File: config.mk
export PLATFORM = sky130hd
export DESIGN_NAME = pdbc_top
export DESIGN_NICKNAME = d
export VERILOG_FILES = /design/src/pkg/pdbc_pkg.sv /design/src/rtl/pdbc_divider.sv /design/src/rtl/pdbc_top.sv
export VERILOG_INCLUDE_DIRS = /design/src /design/src/pkg
export SDC_FILE = /design/constraint.sdc
export NUM_CORES = 1
export LEC_CHECK = 0
export BUFFER_PORTS_ARGS = -buffer_cell sky130_fd_sc_hd__clkbuf_2
export CAP_MARGIN = 40
export CORE_MARGIN = 2
export CORE_UTILIZATION = 50
export DETAILED_ROUTE_END_ITERATION = 6
export GPL_TIMING_DRIVEN = 0
export PLACE_DENSITY = 0.68
export REMOVE_ABC_BUFFERS = 1
export SKIP_CTS_REPAIR_TIMING = 1
export SLEW_MARGIN = 20
export SYNTH_ARGS = -nofsm -noshare
export SYNTH_HDL_FRONTEND = slang
export SYNTH_SLANG_ARGS = --single-unit
export TNS_END_PERCENT = 10
File: constraint.sdc
create_clock -name i_clk -period 2 [get_ports i_clk]
set_input_delay 0.4 -clock i_clk [delete_from_list [all_inputs] [get_ports i_clk]]
set_output_delay 0.4 -clock i_clk [all_outputs]
set_load 0.02 [all_outputs]
File: src/pkg/pdbc_defines.svh
// Constants of the tuning-synthesizer divider and band control block.
// How it works
// - Pump bit 0 low current, 1 normal.
// - Band decode uses band bits four, six only.
// - Band buffers open collector, low when bit set.
// - Buffers five, six can carry test signals.
// - Divider counts down, reloads from second latches.
// - Second latches load synchronous to divider output.
// - Any bus start also transfers ratio latches.
// - Ratio is plain binary of fifteen bits.
// - Ratios 256 to 32767 divide correctly.
// - Reset clears receiver, forces ratio bit eight.
// - Amplifier-off bit disables tuning amplifier output.
// - Bit seven picks frequency or control pair.
// - Reference divides 512 if selects equal, else 1024.
// - Test bit routes reference and half rate out, on buffers five, six only when those bits set.
`ifndef PDBC_DEFINES_SVH
`define PDBC_DEFINES_SVH
`define PDBC_RATIO_W        15
`define PDBC_RATIO_RESET    15'h0100
`define PDBC_ADDR_BASE      7'h60
`define PDBC_FUNC_BIT       7
`define PDBC_PUMP_BIT       6
`define PDBC_TEST_BIT       5
`define PDBC_PHASE_B_BIT    4
`define PDBC_REFB_BIT       3
`define PDBC_REFA_BIT       2
`define PDBC_PHASE_A_BIT    1
`define PDBC_AMP_BIT        0
`define PDBC_BAND_HI_BIT    6
`define PDBC_BAND_LO_BIT    4
`define PDBC_CTRL_RESET     8'hc2
`define PDBC_REF_SHORT      11'h200
`define PDBC_REF_LONG       11'h400
`define PDBC_MAX_DATA_BYTES 3'h4
`endif

File: src/pkg/pdbc_pkg.sv
// Types shared by the divider and band control block.
package pdbc_pkg;
	// Decoder output level for the mixer/oscillator band switch.
	typedef enum logic [1:0] {
		PDBC_LVL_UNDEF,
		PDBC_LVL_LOW,
		PDBC_LVL_MID,
		PDBC_LVL_HIGH
	} pdbc_level_t;

	// Decoded control byte fields.
	typedef struct packed {
		logic       pump_current_select;
		logic       test_route_select;
		logic       refdiv_select_a;
		logic       refdiv_select_b;
		logic [1:0] phase_mode;
		logic       amp_off_bit;
	} pdbc_ctrl_t;

	// Three band bits: high, mid, low.
	typedef struct packed {
		logic band_bit_high;
		logic band_bit_mid;
		logic band_bit_low;
	} pdbc_band_t;
endpackage : pdbc_pkg

File: src/rtl/pdbc_divider.sv
// Programmable down-counting divider with double-latch ratio reload.
`timescale 1ns/1ns
`default_nettype none
`include "pdbc_defines.svh"
module pdbc_divider #(
	parameter int W = `PDBC_RATIO_W
) (
	// Clock and control.
	input  wire logic         i_clk,
	input  wire logic         i_rst_n,
	input  wire logic         i_ce,
	// Prescaled input edge and start-condition transfer.
	input  wire logic         i_tick,
	input  wire logic         i_start,
	input  wire logic [W-1:0] i_latch_a,
	// Divider outputs.
	output logic              o_div_pulse,
	output logic              o_half_rate
);
	import pdbc_pkg::*;

	logic [W-1:0] cnt_reg, cnt_next, latch_b_reg, latch_b_next;
	logic         half_reg, half_next, pulse_reg, pulse_next;

	// Count down; at one take the ratio from the second latches.
	always_comb begin
		cnt_next     = cnt_reg;
		latch_b_next = latch_b_reg;
		half_next    = half_reg;
		pulse_next   = 1'b0;
		if (i_tick) begin
			if (cnt_reg <= W'(1)) begin
				// The counter only ever loads from the second latches.
				cnt_next   = latch_b_reg;
				pulse_next = 1'b1;
				half_next  = ~half_reg;
			end else begin
				cnt_next = cnt_reg - W'(1);
			end
		end
		// Transfer in step with the output edge, so the load sees a settled ratio.
		// A bus start moves the ratio as well, even while the divider stands still.
		if (i_tick && cnt_reg <= W'(1)) begin
			latch_b_next = i_latch_a;
		end else if (i_start) begin
			latch_b_next = i_latch_a;
		end
	end

	// Register the divider state.
	always_ff @(posedge i_clk) begin
		if (!i_rst_n) begin
			cnt_reg     <= W'(`PDBC_RATIO_RESET);
			latch_b_reg <= W'(`PDBC_RATIO_RESET);
			half_reg    <= 1'b0;
			pulse_reg   <= 1'b0;
		end else if (i_ce) begin
			cnt_reg     <= cnt_next;
			latch_b_reg <= latch_b_next;
			half_reg    <= half_next;
			pulse_reg   <= pulse_next;
		end
	end

	assign o_div_pulse = pulse_reg;
	assign o_half_rate = half_reg;
endmodule : pdbc_divider
`default_nettype wire

File: src/rtl/pdbc_top.sv
// Bus receiver, control decode, band buffers and divider of the synthesizer.
`timescale 1ns/1ns
`default_nettype none
`include "pdbc_defines.svh"
module pdbc_top (
	// Clock, reset, clock enable.
	input  wire logic               i_clk,
	input  wire logic               i_rst_n,
	input  wire logic               i_ce,
	// Serial bus pins; sda is open drain.
	input  wire logic               i_scl,
	input  wire logic               i_sda,
	output logic                    o_sda,
	output logic                    o_sda_oe_n,
	// Chip address select, prescaled RF and crystal inputs.
	input  wire logic [1:0]         i_addr_sel,
	input  wire logic               i_rf_div,
	input  wire logic               i_xtal,
	// Control outputs.
	output pdbc_pkg::pdbc_ctrl_t    o_ctrl,
	output logic                    o_pump_normal,
	output logic                    o_amp_disable,
	output logic                    o_ref_ratio_long,
	output pdbc_pkg::pdbc_level_t   o_band_decode_out,
	// Open-collector band buffers, index 0 low, 2 high.
	output logic [2:0]              o_band,
	output logic [2:0]              o_band_oe_n,
	// Internal frequencies.
	output logic                    o_reference_frequency,
	output logic                    o_divider_half_rate,
	output logic [`PDBC_RATIO_W-1:0] o_latch_a
);
	import pdbc_pkg::*;

	typedef enum logic [2:0] {
		PDBC_IDLE,
		PDBC_ADDR,
		PDBC_DATA,
		PDBC_ACK,
		PDBC_SKIP
	} pdbc_state_t;

	// Pin synchronisers; the stage-one flops feed only stage two.
	// The address strap is a pin as well, so it is synchronised like the rest.
	logic [5:0] s1_reg, s2_reg;
	logic [3:0] d_reg;
	always_ff @(posedge i_clk) begin
		if (!i_rst_n) begin
			s1_reg <= 6'h0f;
			s2_reg <= 6'h0f;
			d_reg  <= 4'hf;
		end else if (i_ce) begin
			s1_reg <= {i_addr_sel, i_xtal, i_rf_div, i_sda, i_scl};
			s2_reg <= s1_reg;
			d_reg  <= s2_reg[3:0];
		end
	end

	logic scl, sda, scl_rise, scl_fall, start, stop, rf_tick, xtal_tick;
	// Edge and bus-condition detection on the settled samples.
	always_comb begin
		scl       = s2_reg[0];
		sda       = s2_reg[1];
		scl_rise  = scl & ~d_reg[0];
		scl_fall  = ~scl & d_reg[0];
		start     = scl & d_reg[0] & d_reg[1] & ~sda;
		stop      = scl & d_reg[0] & ~d_reg[1] & sda;
		rf_tick   = s2_reg[2] & ~d_reg[2];
		xtal_tick = s2_reg[3] & ~d_reg[3];
	end

	pdbc_state_t st_reg, st_next, ret_reg, ret_next;
	logic [3:0]  bit_reg, bit_next;
	logic [2:0]  idx_reg, idx_next;
	logic [7:0]  shf_reg, shf_next, hold_reg, hold_next;
	logic        ack_reg, ack_next;
	pdbc_ctrl_t  ctrl_reg, ctrl_next;
	pdbc_band_t  band_reg, band_next;
	logic [`PDBC_RATIO_W-1:0] lat_reg, lat_next;

	// Receiver: a start always restarts framing, a stop ends it.
	always_comb begin
		st_next   = st_reg;
		ret_next  = ret_reg;
		bit_next  = bit_reg;
		idx_next  = idx_reg;
		shf_next  = shf_reg;
		hold_next = hold_reg;
		ack_next  = ack_reg;
		ctrl_next = ctrl_reg;
		band_next = band_reg;
		lat_next  = lat_reg;
		if (start) begin
			st_next  = PDBC_ADDR;
			bit_next = 4'h0;
			ack_next = 1'b0;
		end else if (stop) begin
			st_next  = PDBC_IDLE;
			ack_next = 1'b0;
		end else begin
			unique case (st_reg)
				PDBC_IDLE, PDBC_SKIP: begin
					ack_next = 1'b0;
				end
				PDBC_ADDR, PDBC_DATA: begin
					if (scl_rise) begin
						shf_next = {shf_reg[6:0], sda};
						bit_next = bit_reg + 4'h1;
					end
					// Eight bits taken: decide whether to acknowledge. The count
					// reaches eight only after real bits, so the clock fall that
					// follows a start is never taken for the end of a byte.
					if (scl_fall && bit_reg == 4'h8 && st_reg == PDBC_ADDR) begin
						if (shf_reg == {(`PDBC_ADDR_BASE | {5'h0, s2_reg[5:4]}), 1'b0}) begin
							ack_next = 1'b1;
							ret_next = PDBC_ADDR;
							st_next  = PDBC_ACK;
							idx_next = 3'h0;
						end else begin
							st_next = PDBC_IDLE;
						end
					end else if (scl_fall && bit_reg == 4'h8) begin
						if (idx_reg < `PDBC_MAX_DATA_BYTES) begin
							ack_next = 1'b1;
							ret_next = PDBC_DATA;
							st_next  = PDBC_ACK;
						end else begin
							st_next = PDBC_SKIP;
						end
					end
				end
				PDBC_ACK: begin
					// Data is acted on only as the acknowledge ends. The address
					// byte is never paired, so the pair count covers data only.
					if (scl_fall) begin
						ack_next = 1'b0;
						st_next  = PDBC_DATA;
						bit_next = 4'h0;
						if (ret_reg == PDBC_DATA) begin
							idx_next = idx_reg + 3'h1;
						end
						if (ret_reg == PDBC_DATA && !idx_reg[0]) begin
							hold_next = shf_reg;
						end else if (ret_reg == PDBC_DATA && hold_reg[`PDBC_FUNC_BIT]) begin
							ctrl_next = '{
								pump_current_select: hold_reg[`PDBC_PUMP_BIT],
								test_route_select:   hold_reg[`PDBC_TEST_BIT],
								refdiv_select_a:     hold_reg[`PDBC_REFA_BIT],
								refdiv_select_b:     hold_reg[`PDBC_REFB_BIT],
								phase_mode:          {hold_reg[`PDBC_PHASE_A_BIT],
								                      hold_reg[`PDBC_PHASE_B_BIT]},
								amp_off_bit:         hold_reg[`PDBC_AMP_BIT]};
							band_next = shf_reg[`PDBC_BAND_HI_BIT:`PDBC_BAND_LO_BIT];
						end else if (ret_reg == PDBC_DATA) begin
							lat_next = {hold_reg[6:0], shf_reg};
						end
					end
				end
			endcase
		end
	end

	// Register the receiver; reset clears it, but loads PDBC_CTRL_RESET into control and 0x0100 into the ratio.
	always_ff @(posedge i_clk) begin
		if (!i_rst_n) begin
			st_reg   <= PDBC_IDLE;
			ret_reg  <= PDBC_IDLE;
			bit_reg  <= 4'h0;
			idx_reg  <= 3'h0;
			shf_reg  <= 8'h00;
			hold_reg <= 8'h00;
			ack_reg  <= 1'b0;
			ctrl_reg <= pdbc_ctrl_t'(7'(`PDBC_CTRL_RESET));
			band_reg <= '0;
			lat_reg  <= `PDBC_RATIO_RESET;
		end else if (i_ce) begin
			st_reg   <= st_next;
			ret_reg  <= ret_next;
			bit_reg  <= bit_next;
			idx_reg  <= idx_next;
			shf_reg  <= shf_next;
			hold_reg <= hold_next;
			ack_reg  <= ack_next;
			ctrl_reg <= ctrl_next;
			band_reg <= band_next;
			lat_reg  <= lat_next;
		end
	end

	// Reference divider: square wave, period of 512 or 1024 crystal edges.
	logic [10:0] ref_reg, ref_next, ref_ratio;
	logic        refo_reg, refo_next;
	always_comb begin
		ref_ratio = (ctrl_reg.refdiv_select_a == ctrl_reg.refdiv_select_b) ?
		            `PDBC_REF_SHORT : `PDBC_REF_LONG;
		ref_next  = ref_reg;
		refo_next = refo_reg;
		if (xtal_tick) begin
			if (ref_reg >= (ref_ratio >> 1) - 11'h1) begin
				ref_next  = 11'h0;
				refo_next = ~refo_reg;
			end else begin
				ref_next = ref_reg + 11'h1;
			end
		end
	end

	// Register the reference divider.
	always_ff @(posedge i_clk) begin
		if (!i_rst_n) begin
			ref_reg  <= 11'h0;
			refo_reg <= 1'b0;
		end else if (i_ce) begin
			ref_reg  <= ref_next;
			refo_reg <= refo_next;
		end
	end

	logic half_rate;
	pdbc_divider #(.W(`PDBC_RATIO_W)) u_div (
		.i_clk       (i_clk),
		.i_rst_n     (i_rst_n),
		.i_ce        (i_ce),
		.i_tick      (rf_tick),
		.i_start     (start),
		.i_latch_a   (lat_reg),
		.o_div_pulse (),
		.o_half_rate (half_rate)
	);

	// Band buffers conduct while their bit is set; in test mode the
	// signals gate the sink, which only works if the host set the bits.
	logic [2:0] sink;
	always_comb begin
		sink[0] = band_reg.band_bit_low;
		sink[1] = band_reg.band_bit_mid & (~ctrl_reg.test_route_select | ~refo_reg);
		sink[2] = band_reg.band_bit_high & (~ctrl_reg.test_route_select | ~half_rate);
		unique case ({band_reg.band_bit_high, band_reg.band_bit_low})
			2'b10:   o_band_decode_out = PDBC_LVL_LOW;
			2'b11:   o_band_decode_out = PDBC_LVL_MID;
			2'b01:   o_band_decode_out = PDBC_LVL_HIGH;
			2'b00:   o_band_decode_out = PDBC_LVL_UNDEF;
		endcase
	end

	// Output assignments.
	assign o_band                = 3'h0;
	assign o_band_oe_n           = ~sink;
	assign o_sda                 = 1'b0;
	assign o_sda_oe_n            = ~ack_reg;
	assign o_ctrl                = ctrl_reg;
	assign o_pump_normal         = ctrl_reg.pump_current_select;
	assign o_amp_disable         = ctrl_reg.amp_off_bit;
	assign o_ref_ratio_long      = (ref_ratio == `PDBC_REF_LONG);
	assign o_reference_frequency = refo_reg;
	assign o_divider_half_rate   = half_rate;
	assign o_latch_a             = lat_reg;
endmodule : pdbc_top
`default_nettype wire
==> impl_metrics.py <==
metrics = {
    "run_status": {
        "status": "finished with violations",
        "violations": "setup timing",
    },
    "clocking": {
        "clkLatencyLatePin_ns": 0.51,
        "cts_tree": "yes",
        "ctsRootBufferMaster": "clkbuf_8",
        "clk_pin_slew_worst_paths_ns": 0.05,
        "cts.sinks": 113,
        "cts_buffer_depth": 2,
        "htreeDepth": 4,
        "cts_inserted_buffers": 17,
    },
    "pwr": {
        "ir_drop_uv": 742,
        "seq_power_share_pct": 43.3,
        "swShare_pct": 20.5,
        "internal_power_mw": 4.20,
        "switching_power_mw": 1.08,
        "design_power_total_mw": 5.29,
        "power.density_nw_per_um2": 871,
        "clkPwrFrac_pct": 53.5,
        "p_leak_nw": 2.46,
        "combPwrFrac_pct": 3.2,
    },
    "setup_path": {
        "reg2reg_from": "shf_reg[0]",
        "worstReg2RegEnd": "st_reg[0]",
        "worst_ep_arrival_time_ns": 2.43,
        "cp-end-kind": "flop",
        "rrSetupSlack_ns": -0.01,
        "reg2reg_depth": 5,
        "start_kind": "flop",
        "crit_type": "flop to flop",
        "critical_path.max_fanout": 5,
        "worstPathRequired_ns": 2.42,
    },
    "timing": {
        "period_needed_ns": 2.01,
        "worst_slack_ns": -0.0127,
        "finalHoldViolCount": 0,
        "max_slew_margin_pct": 47.3,
        "holdWs_ns": 0.104,
        "tightest_slew_ns": 0.790,
        "fin_crit_sh_pct": 101,
        "finClkSkew_ns": 0.00612,
        "setup_viol": 1,
        "slew_violations": 0,
        "rsz0062_at_grt": "yes",
        "fmax_mhz": 497,
    },
    "floorplan": {
        "io_pins": 46,
        "dieArea_um2": 11200,
        "core_um2": 10200,
        "start_util_pct": 50.7,
        "die_h_um": 106,
        "die_w_um": 106,
        "rows": 37,
    },
    "final_layout": {
        "regArea_um2": 2260,
        "area_delta_synth_final_pct": 17.6,
        "multi_input_area_um2": 2740,
        "final_nets": 649,
        "final_layout_size_suffix_gt1_share_pct": 15.8,
        "n_antenna_cell": 0,
        "n_fill_cell": 937,
        "fin_util_pct": 59.6,
    },
    "worst_hold_path": {
        "hp-class": "primary input to flop",
        "holdCritStartpoint": "i_rf_div",
        "hold_end": "s1_reg[2]",
        "hold_depth": 3,
    },
    "logic_synthesis": {
        "synth_enable_flop_cells": 0,
        "synth-seq-cells": 113,
        "synth_top_area_share_pct": 43.8,
        "synth_area_leader_cell": "dfxtp_1",
        "yosys_warnings": 0,
        "synth_ff_type": "dfxtp_1",
        "syn_area_um2": 5160,
        "synthCells": 603,
        "synth.area.top_cells": "dfxtp_1 44%, mux2i_1 7.6%, nand2_1 6.1%, nand3_1 4.5%, o21ai_0 4.1%",
        "synthArstFlopShare_pct": 0,
        "yosysUniqueCellTypes": 64,
        "avgSynthCellArea_um2": 8.56,
        "seq_area_frac_synth_pct": 43.8,
    },
    "placement": {
        "portBuffers": 41,
        "hpwl_um": 7460,
        "finalWeightedCongestion": 0.833,
    },
    "detailed_routing": {
        "ant_nets": 0,
        "dr.pass1.iters": 6,
        "wl_per_cell_um": 14.2,
        "num_vias": 4267,
        "vias_per_cell": 5.49,
        "wirelength_um": 11100,
        "drt_iter0_drc": 248,
        "drc": 0,
    },
    "job": {
        "maxCapViolCount": 0,
    },
    "global_route": {
        "first_global_vias": 3931,
        "antenna_found_initial": 0,
        "gr-total-overflow": 0,
        "grt_max_degree": 76,
        "track_usage_pct": 20.7,
        "grt_pass1_wl_um": 18500,
    },
}
[cell families (layout without fill, tap and decap cells)]
family / after synthesis / count (layout) / share of synthesized area (%)
xor gates and xnor gates: 20 / 20 / 3.39
and+or+nand+nor: 247 / 247 / 23.7
adders and majority gates: 11 / 11 / 2.62
DFF: 113 / 113 / 43.8
muxes: 40 / 40 / 7.85
AOI/OAI and AO/OA: 113 / 113 / 13.2
other: 1 / 4 / 0.0727
buffers and inverters: 58 / 93 / 5.33
[cells in the mapped netlist (6+ instances only)]
| cell | number |
|---|---|
| o21ai_0 | 42 |
| buf_4 | 11 |
| a21oi_1 | 23 |
| o21ai_1 | 16 |
| clkbuf_1 | 19 |
| nand2_1 | 84 |
| nand4_1 | 7 |
| dfxtp_1 | 113 |
| a31oi_1 | 6 |
| inv_1 | 17 |
| nand3_1 | 46 |
| ha_1 | 10 |
| xor2_1 | 15 |
| nor3_1 | 8 |
| mux2i_1 | 39 |
| buf_2 | 7 |
| nor2_1 | 54 |
[area by class of cell]
type                    instances  share of cell area, %
clock buffers                  24                   7.92
clock inverters                 6                   1.32
inverters                      17                   1.05
multi-input cells             435                   45.2
flip-flops and latches        113                   37.3
well taps                     136                   2.80
repair buffers                 46                   4.41
[worst max-delay path, stage by stage (launching register included)]
cell and delay [ns]:
dfxtp_1 0.35, or4_4 0.56, nor4_4 0.44, mux2_4 0.28, o211ai_4 0.08, a221oi_2 0.20
[placed cells by master, fill, tap and decap left out, types with 6 or more instances in the layout]
master     instances
inv_1             17
nor2_1            53
a31oi_1            6
nor3_1             7
dfxtp_1          111
o21ai_0           41
clkbuf_16         16
xor2_1            15
nand2_1           83
nand4_1            7
mux2i_1           39
ha_1               9
a21oi_1           23
nand3_1           45
clkbuf_2          39
o21ai_1           17
[metrics by stage]
step	worst slack, ns	instances	setup TNS (ns)	cell area, µm²
finish	-0.0127	777	-0.0127	6070
global route	-0.139	777	-0.685	6070
global placement	-1.92	742	-111.06	5340
floorplan	-0.788	565	-11.10	4960
detailed placement	-1.01	745	-42.89	5390
CTS	-0.527	775	-15.70	5950
[power by group through the flow]
| stage | Sequential (mW) | Clock [mW] | Combinational [mW] |
|---|---|---|---|
| 2_1_floorplan | 2.33 | 0 | 0.0896 |
| 3_3_place_gp | 2.33 | 0 | 0.158 |
| 3_5_place_dp | 2.33 | 0 | 0.167 |
| 4_1_cts | 2.29 | 2.86 | 0.167 |
| 5_1_grt | 2.29 | 2.99 | 0.191 |
| 6_report | 2.29 | 2.83 | 0.170 |
[metal layers]
metal | up-vias | part of all wire, % | track usage [%]
met5 | - | 0 | 0
met4 | 0 | 1.3 | 6.67
met3 | 15 | 3.6 | 6.43
met2 | 84 | 49 | 33.7
met1 | 2021 | 46 | 26.3
li1 | 2147 | - | -
[worst max-delay path by stage]
| stage | startpoint | to | slack (ns) | depth (start not counted) |
|---|---|---|---|---|
| floorplan | st_reg[0] | o_latch_a[8] | -0.79 | 5 |
| global placement | i_ce | o_latch_a[8] | -1.92 | 5 |
| detailed placement | i_ce | u_div.latch_b_reg[8] | -1.01 | 6 |
| CTS | st_reg[0] | o_latch_a[8] | -0.53 | 6 |
| global route | st_reg[1] | o_latch_a[8] | -0.14 | 7 |
| finish | shf_reg[0] | st_reg[0] | -0.01 | 5 |
(Power assumes the default switching activity.)
